$ cat src/design/vcs_pkg.sv
// Shared constants and carriers for the capture sync control block.
// Assumes a classic Wishbone master with 32-bit data and a byte-wide video source.
package vcs_pkg;

    // Register byte offsets
    localparam logic [3:0]  VCS_OFS_CTRL      = 4'h0;   // capture_channel_a_control
    localparam logic [3:0]  VCS_OFS_COUNT     = 4'h4;   // pixel and line counters
    localparam logic [3:0]  VCS_OFS_STAT      = 4'h8;   // field flags

    // Control register field positions
    localparam int unsigned VCS_SYNC_SRC_BIT  = 19;     // sync_source_select
    localparam int unsigned VCS_FLD_METH_BIT  = 18;     // field_detect_method
    localparam int unsigned VCS_LINE_RST_BIT  = 17;     // line_counter_reset_select
    localparam int unsigned VCS_PIX_RST_BIT   = 16;     // pixel_counter_reset_select
    localparam int unsigned VCS_CAP_EN_BIT    = 15;     // capture_enable
    localparam int unsigned VCS_LONG_EN_BIT   = 12;     // long_field_detect_enable
    localparam int unsigned VCS_SHORT_EN_BIT  = 11;     // short_field_detect_enable
    localparam int unsigned VCS_RESAMPLE_BIT  = 10;     // chroma_resample_enable
    localparam int unsigned VCS_HALF_BIT      = 8;      // half horizontal scaling

    // Control reset value and writable bits; reserved 14-13 and 9 stay out
    localparam logic [31:0] VCS_CTRL_RST      = 32'h0002_0000;
    localparam logic [31:0] VCS_CTRL_WMASK    = 32'h000f_9d00;

    // Status register field positions (write one to clear the sticky flags)
    localparam int unsigned VCS_STAT_FIELD    = 0;
    localparam int unsigned VCS_STAT_LONG     = 1;
    localparam int unsigned VCS_STAT_SHORT    = 2;
    localparam int unsigned VCS_STAT_LINEACT  = 3;

    // Counter layout in the count register
    localparam int unsigned VCS_CNT_W         = 12;
    localparam int unsigned VCS_LINE_LSB      = 16;

    // Timing reference preamble and XY bit positions
    localparam logic [7:0]  VCS_TRS_ONES      = 8'hff;
    localparam logic [7:0]  VCS_TRS_ZERO      = 8'h00;
    localparam int unsigned VCS_XY_F          = 6;
    localparam int unsigned VCS_XY_V          = 5;
    localparam int unsigned VCS_XY_H          = 4;
    localparam logic [7:0]  VCS_CHROMA_MID    = 8'h80;

    // Capture mode codes; bit 1 set means raw or transport mode
    localparam logic [2:0]  VCS_MODE_BT8      = 3'h0;
    localparam logic [2:0]  VCS_MODE_YC16     = 3'h4;
    localparam int unsigned VCS_MODE_RAW_BIT  = 1;

    // Wishbone request from the master
    typedef struct packed {
        logic        cyc;
        logic        stb;
        logic        we;
        logic [3:0]  adr;
        logic [3:0]  sel;
        logic [31:0] dat;
    } vcs_wb_req_t;

    // Video pins from the source
    typedef struct packed {
        logic [7:0]  data;
        logic        hctl;      // ext_horizontal_control_in
        logic        vctl;      // ext_vertical_control_in
        logic        field_id_input;       // field_id_input
    } vcs_vid_pins_t;

endpackage : vcs_pkg

$ cat src/design/vcs_sample_path.sv
// Active-video sample path: chroma resampling and half horizontal scaling.
// Assumes bytes arrive in Cb Y Cr Y order, one per clock, while act_i is high.
`timescale 1ns/1ns
module vcs_sample_path
    import vcs_pkg::*;
(
    input  wire logic       clk_i,
    input  wire logic       rst_i,
    input  wire logic       act_i,
    input  wire logic [7:0] data_i,
    input  wire logic       resample_i,
    input  wire logic       half_i,
    output logic [7:0]      data_o,
    output logic            valid_o
);

    typedef struct packed {
        logic [1:0] phase;      // byte position inside Cb Y Cr Y
        logic       grp;        // odd sample group, dropped when halving
        logic [7:0] cb;
        logic [7:0] cr;
        logic [7:0] data;
        logic       valid;
    } vcs_path_st_t;

    vcs_path_st_t s_ff;
    vcs_path_st_t nxt_s;

    // Mean of two neighbouring chroma samples, placing it between luma sites
    function automatic logic [7:0] avg8(input logic [7:0] a, input logic [7:0] b);
        logic [8:0] sum;
        sum  = {1'b0, a} + {1'b0, b};
        avg8 = sum[8:1];
    endfunction : avg8

    // Next state of the sample path
    always_comb begin
        nxt_s       = s_ff;
        nxt_s.valid = 1'b0;
        if (!act_i) begin
            nxt_s.phase = 2'h0;
            nxt_s.grp   = 1'b0;
            nxt_s.cb    = VCS_CHROMA_MID;   // Neutral start avoids a colour edge
            nxt_s.cr    = VCS_CHROMA_MID;
        end else begin
            nxt_s.phase = s_ff.phase + 2'h1;
            if (s_ff.phase == 2'h3) begin
                nxt_s.grp = ~s_ff.grp;
            end
            unique case (s_ff.phase)
                2'h0: begin
                    nxt_s.data = resample_i ? avg8(s_ff.cb, data_i) : data_i;
                    nxt_s.cb   = data_i;
                end
                2'h2: begin
                    nxt_s.data = resample_i ? avg8(s_ff.cr, data_i) : data_i;
                    nxt_s.cr   = data_i;
                end
                default: begin
                    nxt_s.data = data_i;
                end
            endcase
            // Halving drops every second group; cheap, but no anti-alias filter
            nxt_s.valid = !(half_i && s_ff.grp);
        end
    end

    // State register
    always_ff @(posedge clk_i) begin
        if (rst_i) begin
            s_ff <= '0;
        end else begin
            s_ff <= nxt_s;
        end
    end

    assign data_o  = s_ff.data;
    assign valid_o = s_ff.valid;
endmodule : vcs_sample_path

$ cat src/design/vcs_sync_ctrl.sv
// Capture sync control: control register, timing decode, counters, field logic.
// Assumes video pins are asynchronous to clk_i; Wishbone master on clk_i.
//
// The implementer's own choices: the placing of the registers and the Wishbone slave port.
`timescale 1ns/1ns
module vcs_sync_ctrl
    import vcs_pkg::*;
#(
    parameter int unsigned CNT_W = VCS_CNT_W
)(
    input  wire logic              clk_i,
    input  wire logic              rst_i,
    input  wire vcs_wb_req_t       wb_req_i,
    output logic                   wb_ack_o,
    output logic [31:0]            wb_dat_o,
    input  wire vcs_vid_pins_t     vid_i,
    input  wire logic [2:0]        capture_mode_i,
    output logic [CNT_W-1:0]       pixel_counter_o,
    output logic [CNT_W-1:0]       line_counter_o,
    output logic                   field_o,
    output logic                   long_field_o,
    output logic                   short_field_o,
    output logic [7:0]             cap_data_o,
    output logic                   cap_valid_o
);

    typedef struct packed {
        vcs_vid_pins_t   p1;        // First synchroniser stage
        vcs_vid_pins_t   p2;        // Second synchroniser stage
        logic            hctl_q;
        logic            vctl_q;
        logic [7:0]      h1;        // Byte history, newest first
        logic [7:0]      h2;
        logic [7:0]      h3;
        logic            v_bit;     // V flag of the last EAV
        logic            h_act;     // Between SAV and EAV
        logic [CNT_W-1:0] pix;
        logic [CNT_W-1:0] line;
        logic [CNT_W-1:0] line_len;
        logic [CNT_W-1:0] prev1;
        logic [CNT_W-1:0] prev2;
        logic [1:0]      seen;
        logic            field;
        logic            fld_wait;
        logic            long_p;
        logic            short_p;
        logic            long_s;
        logic            short_s;
        logic [31:0]     ctrl;
        logic            ack;
        logic [31:0]     rdat;
    } vcs_main_st_t;

    vcs_main_st_t s_ff;
    vcs_main_st_t nxt_s;

    logic       trs;
    logic       eav;
    logic       sav;
    logic       embedded;
    logic       run;
    logic       ext;
    logic       h_evt;
    logic       v_evt;
    logic       req;
    logic       act;
    logic [7:0] xy;

    // Merge a write into a register under byte lanes and a writable mask
    function automatic logic [31:0] lane_merge(input logic [31:0] old, input logic [31:0] wd,
                                               input logic [3:0] sel, input logic [31:0] msk);
        logic [31:0] m;
        m          = {{8{sel[3]}}, {8{sel[2]}}, {8{sel[1]}}, {8{sel[0]}}} & msk;
        lane_merge = (old & ~m) | (wd & m);
    endfunction : lane_merge

    // Timing code decode and event selection
    always_comb begin
        xy       = s_ff.p2.data;
        trs      = s_ff.h3 == VCS_TRS_ONES && s_ff.h2 == VCS_TRS_ZERO
                   && s_ff.h1 == VCS_TRS_ZERO;
        eav      = trs && xy[VCS_XY_H];
        sav      = trs && !xy[VCS_XY_H];
        embedded = !capture_mode_i[VCS_MODE_RAW_BIT];
        run      = s_ff.ctrl[VCS_CAP_EN_BIT] && embedded;
        ext      = s_ff.ctrl[VCS_SYNC_SRC_BIT];
        if (ext) begin
            h_evt = s_ff.ctrl[VCS_PIX_RST_BIT] ? (!s_ff.p2.hctl && s_ff.hctl_q)
                                               : (s_ff.p2.hctl && !s_ff.hctl_q);
            v_evt = s_ff.ctrl[VCS_LINE_RST_BIT] ? (!s_ff.p2.vctl && s_ff.vctl_q)
                                                : (s_ff.p2.vctl && !s_ff.vctl_q);
        end else begin
            h_evt = s_ff.ctrl[VCS_PIX_RST_BIT] ? sav : eav;
            v_evt = eav && (s_ff.ctrl[VCS_LINE_RST_BIT] ? (!xy[VCS_XY_V] && s_ff.v_bit)
                                                        : (xy[VCS_XY_V] && !s_ff.v_bit));
        end
        // 0xff never occurs as active data, so it also marks a preamble start
        act = run && (ext ? !s_ff.p2.hctl : s_ff.h_act) && xy != VCS_TRS_ONES;
        req = wb_req_i.cyc && wb_req_i.stb;
    end

    // Next state: pins, counters, field logic and register file
    always_comb begin
        nxt_s         = s_ff;
        nxt_s.p1      = vid_i;
        nxt_s.p2      = s_ff.p1;
        nxt_s.hctl_q  = s_ff.p2.hctl;
        nxt_s.vctl_q  = s_ff.p2.vctl;
        nxt_s.h1      = s_ff.p2.data;
        nxt_s.h2      = s_ff.h1;
        nxt_s.h3      = s_ff.h2;
        nxt_s.long_p  = 1'b0;
        nxt_s.short_p = 1'b0;
        if (eav) begin
            nxt_s.v_bit = xy[VCS_XY_V];
        end
        if (sav) begin
            nxt_s.h_act = 1'b1;
        end else if (eav || xy == VCS_TRS_ONES) begin
            nxt_s.h_act = 1'b0;
        end
        if (!run) begin
            // Counters park while disabled or in raw and transport modes
            nxt_s.pix      = '0;
            nxt_s.line     = '0;
            nxt_s.seen     = 2'h0;
            nxt_s.fld_wait = 1'b0;
        end else begin
            nxt_s.pix = h_evt ? '0 : s_ff.pix + 1'b1;
            if (h_evt) begin
                nxt_s.line_len = s_ff.pix;
            end
            if (v_evt) begin
                nxt_s.line = CNT_W'(1);
            end else if (h_evt) begin
                nxt_s.line = s_ff.line + 1'b1;
            end
            // Field identification
            if (s_ff.ctrl[VCS_FLD_METH_BIT]) begin
                if (v_evt) begin
                    nxt_s.field = s_ff.pix >= (s_ff.line_len >> 1);
                end
            end else if (ext) begin
                if (v_evt) begin
                    nxt_s.field = s_ff.p2.field_id_input;
                end
            end else begin
                if (eav && s_ff.fld_wait) begin
                    nxt_s.field    = xy[VCS_XY_F];
                    nxt_s.fld_wait = 1'b0;
                end
                if (v_evt) begin
                    nxt_s.fld_wait = 1'b1;
                end
            end
            // Compare with the same-parity field two vertical events back
            if (v_evt) begin
                nxt_s.prev1 = s_ff.line;
                nxt_s.prev2 = s_ff.prev1;
                if (s_ff.seen != 2'h3) begin
                    nxt_s.seen = s_ff.seen + 2'h1;
                end
                if (s_ff.seen == 2'h3) begin
                    nxt_s.long_p  = s_ff.ctrl[VCS_LONG_EN_BIT]
                                    && s_ff.line > s_ff.prev2;
                    nxt_s.short_p = s_ff.ctrl[VCS_SHORT_EN_BIT]
                                    && s_ff.line < s_ff.prev2;
                end
            end
        end
        // Register slave: ack one cycle after the request, write on the ack edge
        nxt_s.ack = req && !s_ff.ack;
        if (req && !s_ff.ack && !wb_req_i.we) begin
            unique case (wb_req_i.adr)
                VCS_OFS_CTRL:  nxt_s.rdat = s_ff.ctrl & VCS_CTRL_WMASK;
                VCS_OFS_COUNT: nxt_s.rdat = {{(32-VCS_LINE_LSB-CNT_W){1'b0}}, s_ff.line,
                                             {(VCS_LINE_LSB-CNT_W){1'b0}}, s_ff.pix};
                VCS_OFS_STAT:  nxt_s.rdat = {28'h0, s_ff.h_act, s_ff.short_s,
                                             s_ff.long_s, s_ff.field};
                default:       nxt_s.rdat = 32'h0;
            endcase
        end
        if (req && s_ff.ack && wb_req_i.we) begin
            if (wb_req_i.adr == VCS_OFS_CTRL) begin
                nxt_s.ctrl = lane_merge(s_ff.ctrl, wb_req_i.dat, wb_req_i.sel,
                                        VCS_CTRL_WMASK);
            end
            if (wb_req_i.adr == VCS_OFS_STAT && wb_req_i.sel[0]) begin
                if (wb_req_i.dat[VCS_STAT_LONG]) begin
                    nxt_s.long_s = 1'b0;
                end
                if (wb_req_i.dat[VCS_STAT_SHORT]) begin
                    nxt_s.short_s = 1'b0;
                end
            end
        end
        // A detection in the clearing cycle survives the clear
        if (nxt_s.long_p) begin
            nxt_s.long_s = 1'b1;
        end
        if (nxt_s.short_p) begin
            nxt_s.short_s = 1'b1;
        end
    end

    // State register
    always_ff @(posedge clk_i) begin
        if (rst_i) begin
            s_ff      <= '0;
            s_ff.ctrl <= VCS_CTRL_RST;
        end else begin
            s_ff <= nxt_s;
        end
    end

    // Active video samples; resampling and scaling only in embedded modes
    vcs_sample_path u_path (
        .clk_i      (clk_i),
        .rst_i      (rst_i),
        .act_i      (act),
        .data_i     (xy),
        .resample_i (s_ff.ctrl[VCS_RESAMPLE_BIT]),
        .half_i     (s_ff.ctrl[VCS_HALF_BIT]),
        .data_o     (cap_data_o),
        .valid_o    (cap_valid_o)
    );

    assign wb_ack_o        = s_ff.ack;
    assign wb_dat_o        = s_ff.rdat;
    assign pixel_counter_o = s_ff.pix;
    assign line_counter_o  = s_ff.line;
    assign field_o         = s_ff.field;
    assign long_field_o    = s_ff.long_p;
    assign short_field_o   = s_ff.short_p;
endmodule : vcs_sync_ctrl

$ cat config.mk
export PLATFORM = sky130hd
export DESIGN_NAME = vcs_sync_ctrl
export DESIGN_NICKNAME = d
export VERILOG_FILES = /design/src/design/vcs_pkg.sv /design/src/design/vcs_sample_path.sv /design/src/design/vcs_sync_ctrl.sv
export SDC_FILE = /design/constraint.sdc
export NUM_CORES = 1
export LEC_CHECK = 0
export BUFFER_PORTS_ARGS = -buffer_cell sky130_fd_sc_hd__buf_2
export CORE_UTILIZATION = 45
export CTS_BUF_LIST = sky130_fd_sc_hd__clkbuf_4 sky130_fd_sc_hd__clkbuf_8
export DETAILED_ROUTE_END_ITERATION = 16
export PLACE_DENSITY = 0.65
export SLEW_MARGIN = 10
export SYNTH_ARGS = -nofsm -noshare
export SYNTH_HDL_FRONTEND = slang
export SYNTH_HIERARCHICAL = 1
export SYNTH_SLANG_ARGS = --single-unit
export TNS_END_PERCENT = 5
$ cat constraint.sdc
create_clock -name clk_i -period 2.8 [get_ports clk_i]
set_input_delay 0.28 -clock clk_i [delete_from_list [all_inputs] [get_ports clk_i]]
set_output_delay 0.28 -clock clk_i [all_outputs]
set_load 0.01 [all_outputs]
==> flow_summary.toml, run 1 <==
[outcome]
status = "completed"

[setup_path]
worstSetupPathType = "reg -> reg"
cp-start-kind = "flip-flop"
end_kind = "flip-flop"
cp.arrival_ns = 2.80
worstPathRequired_ns = 3.19
critPathMaxFanout = 20

[layout]
final_cell_mix = "dfxtp_1, buf_2, nor2_1"
drive_gt1_share_pct = 17.4
syn_to_final_growth_pct = 9.62
n_antenna_cell = 0
final_common_cell = "dfxtp_1"
nets = 1124
post_layout_nonfiller_instances = 1293

[logic_synthesis]
avgSynthCellArea_um2 = 9.04
ys_async_sr_fraction_pct = 0
synth_warnings = 6
synth_ff_type = "dfxtp_1"
yosysSeqAreaShare_pct = 41.3
synth_seq_cells = 181
ys_types = 68
synth_edf_count = 0
syn_area_mm2 = 0.00878
synthCells = 971

[timing]
max_clock_freq_mhz = 414
hold_viol = 0
relSlewSlack_pct = 38.7
tns_ns = 0
rsz0062_at_grt = "no"
slew_viol_final = 0
period_needed_ns = 2.41
min_period_over_period_pct = 86.2
clock_skew_ns = 0.0167
holdWs_ns = 0.0417
tightest_slew_ns = 0.919
setup_viol = 0

[drt]
vias = 6932
drt_iter0_drc = 439
ant_nets = 0
drcViolationCount = 0
dr.pass1.iters = 5
post_drt_wl_per_cell_um = 15.6
routed_wl_mm = 20.2
vias_per_cell = 5.36

[clock_network]
clock_latency_ns = 0.47
numCtsBuffers = 17
cts_num_sinks = 181
clkTransAtPathRegs_ns = 0.10
cts_root_buffer = "clkbuf_8"
cts_max_level = 4
clk_path_buf_depth = 2
cts_tree = "yes"
post_cts_buffers = 0

[placement]
dp.cells = 1252
dp.final_hpwl_mm = 14.5
routabilityCongestion = 0.855
portBuffers = 97

[power_and_ir_drop]
ir_drop_uv = 273
p_per_area_mw_per_mm2 = 474
p_leak_nw = 3.89

[floorplan]
die_w_um = 142
die_h_um = 142
start_util_pct = 46.5
dieArea_mm2 = 0.0201
ios = 128
rows = 50
coreArea_mm2 = 0.0189

[hold_path]
holdCritPathClass = "in -> reg"

[global_routing]
antenna_found_initial = 0
grt.total_usage_pct = 20.7
grt_pass1_vias = 6219
grt_max_degree = 76
grt_first_pass_wirelength_mm = 32.6
grt_overflow = 0

[run]
maxCapViolCount = 0
## power by group
group | total, mW | internal, mW | leakage [nW] | switching, mW
clock network | 1.78 | 0.779 | 0.201 | 1.00
registers | 2.62 | 2.60 | 1.46 | 0.0209
logic | 0.161 | 0.0693 | 2.23 | 0.0920
total | 4.56 | 3.44 | 3.89 | 1.11
## cells by family (layout without fill, tap and decap cells)
family,count (synthesis),in the layout,share of synthesized area [%]
AOI/OAI and AO/OA,202,202,15.6
xor gates and xnor gates,17,17,1.70
adders and majority gates,45,45,6.59
buffers and inverters,146,203,9.82
DFF,181,181,41.3
muxes,44,44,5.05
other,1,6,0.0427
and+or+nand+nor,335,335,19.9
## cells in the mapped netlist (25+ instances only)
library cell	number	share of area, %
a21oi_1	57	3.3
a22oi_1	25	2.1
buf_4	65	5.6
clkbuf_1	35	1.5
dfxtp_1	181	41
ha_1	43	6.1
inv_1	31	1.3
mux2i_1	42	4.8
nand2_1	59	2.5
nand3_1	51	2.9
nor2_1	86	3.7
nor2b_1	50	3.6
o211ai_1	27	2.3
## metrics by stage
stage | utilization, % | total power, mW | setup slack [ns] | cell area, um2
2_1_floorplan | - | 2.77 | 0.0167 | 8800
3_3_place_gp | 48.4 | 2.83 | 0.419 | 9140
3_5_place_dp | 48.4 | 2.83 | 0.387 | 9140
4_1_cts | 50.9 | 4.61 | 0.349 | 9620
5_1_grt | 50.9 | 4.74 | 0.247 | 9620
6_report | 50.9 | 4.56 | 0.387 | 9620
## sequential cells by signal, summed over array words and instances, names as in the netlist, 8 cells and up, named ones only
| register | cells |
|---|---|
| s_ff | 53 |
| nxt_s | 29 |
| wb_dat_o | 26 |
| u_path/s_ff | 19 |
| line_counter_o | 12 |
| pixel_counter_o | 12 |
| u_path/data_o | 8 |
| xy | 8 |
## cell type report
| cell class | count | area (um2) |
|---|---|---|
| fill | 1810 | 9270 |
| timing repair buffer | 140 | 833 |
| multi-input combinational | 649 | 4330 |
| clock inverter | 13 | 133 |
| tap | 260 | 325 |
| sequential | 181 | 3620 |
| inverter | 31 | 116 |
| clock buffer | 19 | 262 |
## layer usage
| layer | vias up | global-route usage [%] | routed length [um] |
|---|---|---|---|
| li1 | 3483 | - | - |
| met4 | 0 | 8.49 | 448 |
| met2 | 165 | 31.2 | 8990 |
| met5 | - | 0 | 0 |
| met3 | 33 | 3.51 | 890 |
| met1 | 3251 | 29.1 | 9860 |
## critical path: stages, from the launching register on
cell,delay (ns)
dfxtp_1,0.32
or4_4,0.55
nor4_4,0.32
a32oi_2,0.37
buf_4,0.28
or3_1,0.35
a21oi_1,0.15
## worst paths after layout
kind / from / slack [ns] / to / cells after the start
max: nxt_s[140] / 0.39 / line_counter_o[3] / 6
min: vid_i[4] / 0.04 / nxt_s[165] / 2
max reg2reg: nxt_s[140] / 0.39 / line_counter_o[3] / 6
min reg2reg: nxt_s[166] / 0.44 / xy[2] / 1
## timing repair
| item | CTS | global route |
|---|---|---|
| hold buffers | 9 | 0 |
| gates resized for setup | 0 | 0 |
| endpoints found under the hold margin | 9 | 0 |
No activity file was read; power rests on OpenSTA's default activity.
==> inputs of run 2 (changes only) <==
- PLACE_DENSITY: 0.65 -> 0.62
- clock period: 2.8 -> 2.85 ns (I/O delays scaled with it)
==> flow_summary.toml, run 2 (same netlist as run 1, synthesis figures left out) <==
[layout]
multi_input_area_mm2 = 0.00433
nets = 1111
final_cell_mix = "dfxtp_1, buf_2, nor2_1"
regMostFlops = "s_ff"
num-fill-cells = 1855
drive_gt1_share_pct = 17.1
syn_to_final_growth_pct = 8.58
seqCellArea_mm2 = 0.00362
design_area_mm2 = 0.00953
largest_reg_flops = 53
final_common_cell = "dfxtp_1"

[floorplan]
ios = 128
die_w_um = 142
die_h_um = 142
rows = 50
dieArea_mm2 = 0.0201
start_util_pct = 46.5
coreArea_mm2 = 0.0189

[power_and_ir_drop]
switching_power_mw = 1.16
p_leak_nw = 3.84
ir_drop_uv = 291
power_mw = 4.53
p_int_mw = 3.37
p_per_area_mw_per_mm2 = 475
seq_power_share_pct = 56.7
pwr-share-clk_pct = 39.9
switching_share_pct = 25.7
combPwrFrac_pct = 3.4

[timing]
clock_skew_ns = 0.0146
setup_viol = 0
hold_viol = 0
tightest_slew_ns = 1.05
max_clock_freq_mhz = 405
slew_viol_final = 0
min_period_over_period_pct = 86.6
period_needed_ns = 2.47
tns_ns = 0
relSlewSlack_pct = 30.3
rsz0062_at_grt = "no"
setup_ws_ns = 0.382

[setup_path]
cp-start-kind = "flip-flop"
end_kind = "flip-flop"
critPathMaxFanout = 23
worstPathRequired_ns = 3.24
cp.arrival_ns = 2.86
worstSetupPathType = "reg -> reg"

[drt]
dr.pass1.iters = 5
ant_nets = 0
post_drt_wl_per_cell_um = 15.7
drcViolationCount = 0
vias = 6874
vias_per_cell = 5.37
routed_wl_mm = 20.1
drt_iter0_drc = 352

[global_routing]
grt_overflow = 0
antenna_found_initial = 0
grt_pass1_vias = 6127
grt.total_usage_pct = 20.5
grt_first_pass_wirelength_mm = 32.5
grt_max_degree = 81

[clock_network]
cts_num_sinks = 181
clock_latency_ns = 0.46
cts_max_level = 4
clkTransAtPathRegs_ns = 0.11
cts_tree = "yes"
post_cts_buffers = 0
clk_path_buf_depth = 2
cts_root_buffer = "clkbuf_8"
numCtsBuffers = 17

[outcome]
status = "completed"

[placement]
dp_slack_ns = 0.418
routabilityCongestion = 0.849
dp.final_hpwl_mm = 14.3
placed_cell_area_mm2 = 0.00909
portBuffers = 97

[hold_path]
holdCritPathClass = "in -> reg"

[run]
maxCapViolCount = 0
[run 2: changes by cell type in the layout (fill, tap and decap cells not counted), sizes merged]
cell / previous run / this run
clkbuf: 19 / 17
diode: 0 / 1
dlygate4sd3: 9 / 2
inv: 39 / 41
buf: 131 / 125
[run 2: per-stage QoR]
step	hold WS, ns	utilization, %	instances
final	0.0296	50.4	1281
after global routing	0.00242	50.4	1280
after CTS	0.00168	50.4	1279
after detailed placement	0.425	48.1	1246
after global placement	0.422	48.1	1246
after floorplan	0.410	-	976
[run 2: final cells by class]
type	count	area share, %
Clock inverter	15	1.90
Antenna cell	1	0.0263
Timing Repair Buffer	127	7.54
Sequential cell	181	38.0
Tap cell	260	3.41
Multi-Input combinational cell	649	45.4
Clock buffer	17	2.46
Inverter	31	1.22
[run 2: routing by layer]
layer / global-route usage (%) / vias up / share of wire (%)
li1: - / 3465 / -
met1: 29.9 / 3227 / 51
met2: 31.1 / 172 / 44
met3: 3.98 / 10 / 4.5
met4: 4.70 / 0 / 0.53
met5: 0 / - / 0
[run 2: final timing paths]
| kind | start | cells past startpoint | endpoint | slack (ns) |
|---|---|---|---|---|
| setup reg to reg | xy[4] | 5 | pixel_counter_o[10] | 0.38 |
| hold / removal | vid_i[1] | 2 | nxt_s[162] | 0.03 |
| setup / recovery | xy[4] | 5 | pixel_counter_o[10] | 0.38 |
| hold reg to reg | nxt_s[163] | 1 | nxt_s[160] | 0.45 |
[run 2: critical path, cell delays in order (launching register included)]
cell     delay, ns
dfxtp_1       0.52
xnor2_1       0.20
nor2_1        0.08
a32oi_2       0.85
nand2_1       0.52
a21oi_1       0.24
[run 2: what timing repair did]
item | 4_1_cts | 5_1_grt
gates resized for setup | 0 | 0
endpoints found under the hold margin | 1 | 1
hold buffers | 1 | 1
[run 2: power by group through the flow]
stage               combinational [mW]  clock, mW  sequential (mW)
detailed placement               0.153          0             2.63
CTS                              0.154       1.86             2.57
floorplan                        0.104          0             2.62
global placement                 0.153          0             2.63
finish                           0.156       1.81             2.57
global route                     0.173       1.98             2.57
==> inputs of run 3 (changes only) <==
- CORE_UTILIZATION: 45 -> 50
- PLACE_DENSITY: 0.62 -> 0.68
==> flow_summary.toml, run 3 (same netlist as run 1, synthesis figures left out) <==
[outcome]
status = "completed"

[global_routing]
grt_first_pass_wirelength_mm = 31.5
grt_overflow = 0
grt_pass1_vias = 6201
antenna_found_initial = 0
grt.total_usage_pct = 21.9
grt_max_degree = 67

[floorplan]
dieArea_mm2 = 0.0181
ios = 128
die_w_um = 134
die_h_um = 134
rows = 48
start_util_pct = 50.9
coreArea_mm2 = 0.0172

[hold_path]
holdCritPathClass = "in -> reg"
min_path_cells = 2
min_to = "nxt_s[168]"
worstHoldStart = "vid_i[7]"

[placement]
dp.cells = 1211
placed_cell_area_mm2 = 0.00905
portBuffers = 97
dp_slack_ns = 0.425
dp.final_hpwl_mm = 13.7
routabilityCongestion = 0.866

[clock_network]
cts_num_sinks = 181
cts_root_buffer = "clkbuf_8"
clkTransAtPathRegs_ns = 0.09
post_cts_buffers = 0
clock_latency_ns = 0.47
cts_max_level = 4
cts_tree = "yes"
clk_path_buf_depth = 2
numCtsBuffers = 17
post_cts_resize_count = 0

[setup_path]
crit_top_cell = "nor2_1"
ff2ff_path_depth = 8
cp.arrival_ns = 2.83
crit_path_max_incr_delay_ns = 0.54
critPathMaxFanout = 8
timing.rr.end = "u_path/data_o[4]"
end_kind = "flip-flop"
worstPathRequired_ns = 3.23
worstSetupPathType = "reg -> reg"
cp-start-kind = "flip-flop"
crit_slowest_cell = "or4_1"
cp_cell_sequence = "nand4_1 -> nor2_1 -> a2111oi_2 -> inv_1 -> nor2_1 -> nand3_1 -> or4_1 -> o221ai_1"
r2r_slack_ns = 0.41
reg2reg_from = "xy[7]"

[power_and_ir_drop]
pwr-share-clk_pct = 40.3
p_per_area_mw_per_mm2 = 480
p_int_mw = 3.50
seq_power_share_pct = 56.2
ir_drop_uv = 320
switching_power_mw = 1.06
combPwrFrac_pct = 3.5
p_leak_nw = 3.85
switching_share_pct = 23.2

[timing]
hold_viol = 0
tns_ns = 0
rsz0062_at_grt = "no"
max_clock_freq_mhz = 409
min_period_over_period_pct = 85.7
slew_viol_final = 0
setup_ws_ns = 0.407
clock_skew_ns = 0.0124
relSlewSlack_pct = 32.7
period_needed_ns = 2.44
setup_viol = 0
tightest_slew_ns = 1.01

[layout]
regMostFlops = "s_ff"
design_area_mm2 = 0.00950
final_common_cell = "dfxtp_1"
nets = 1113
n_antenna_cell = 0
syn_to_final_growth_pct = 8.28
post_layout_nonfiller_instances = 1247
num-fill-cells = 1573
final_cell_mix = "dfxtp_1, buf_2, nor2_1"
drive_gt1_share_pct = 17.0
largest_reg_flops = 53

[drt]
dr.pass1.iters = 5
drcViolationCount = 0
routed_wl_mm = 19.5
ant_nets = 0
post_drt_wl_per_cell_um = 15.6
drt_iter0_drc = 415
vias = 6825
vias_per_cell = 5.47

[run]
maxCapViolCount = 0
==> run 3: area by class of cell <==
type	instances	area (um2)	area share [%]
Inverter	31	116	1.22
Timing Repair Buffer	129	738	7.77
Tap cell	225	282	2.96
Clock inverter	14	174	1.83
Sequential cell	181	3620	38.1
Clock buffer	18	241	2.54
Multi-Input combinational cell	649	4330	45.6
==> run 3: power groups by stage <==
| stage | Clock [mW] | Sequential [mW] | Combinational, mW |
|---|---|---|---|
| floorplan | 0 | 2.62 | 0.104 |
| global placement | 0 | 2.62 | 0.155 |
| detailed placement | 0 | 2.62 | 0.155 |
| CTS | 1.88 | 2.56 | 0.160 |
| global route | 1.97 | 2.57 | 0.179 |
| finish | 1.84 | 2.56 | 0.160 |
==> run 3: how the worst max path moves through the flow <==
stage | startpoint | end | slack, ns | depth (start not counted)
2_1_floorplan | flip-flop | u_path/data_o[4] | 0.07 | 8
3_3_place_gp | nxt_s[140] | line_counter_o[8] | 0.43 | 5
3_5_place_dp | nxt_s[140] | line_counter_o[8] | 0.42 | 5
4_1_cts | nxt_s[140] | line_counter_o[10] | 0.40 | 5
5_1_grt | nxt_s[140] | line_counter_o[9] | 0.19 | 5
6_report | xy[7] | u_path/data_o[4] | 0.41 | 8
==> run 3: what timing repair did <==
item,4_1_cts,5_1_grt
setup endpoints to repair,0,0
hold buffers,4,0
hold endpoints to repair,4,0
==> run 3: worst max-delay path: cells and delay by family, from the launching register on <==
kind | cells | cell delay (ns)
and+or+nand+nor | 5 | 1.24
buffers and inverters | 1 | 0.24
DFF | 1 | 0.40
AOI/OAI and AO/OA | 2 | 0.48
==> run 3: layer usage <==
layer	vias up	GRT usage, %	part of all wire (%)
li1	3461	-	-
met1	3190	30.6	50
met2	152	34.3	45
met3	22	3.38	4.0
met4	0	7.55	1.6
met5	-	0	0
==> run 3: through the flow <==
step | util [%] | total power, mW | hold slack (ns)
after detailed placement | 52.5 | 2.78 | 0.428
after floorplan | - | 2.73 | 0.410
after CTS | 55.1 | 4.60 | 0.00134
after global routing | 55.1 | 4.72 | 0.00446
final | 55.1 | 4.56 | 0.0252
after global placement | 52.5 | 2.78 | 0.423
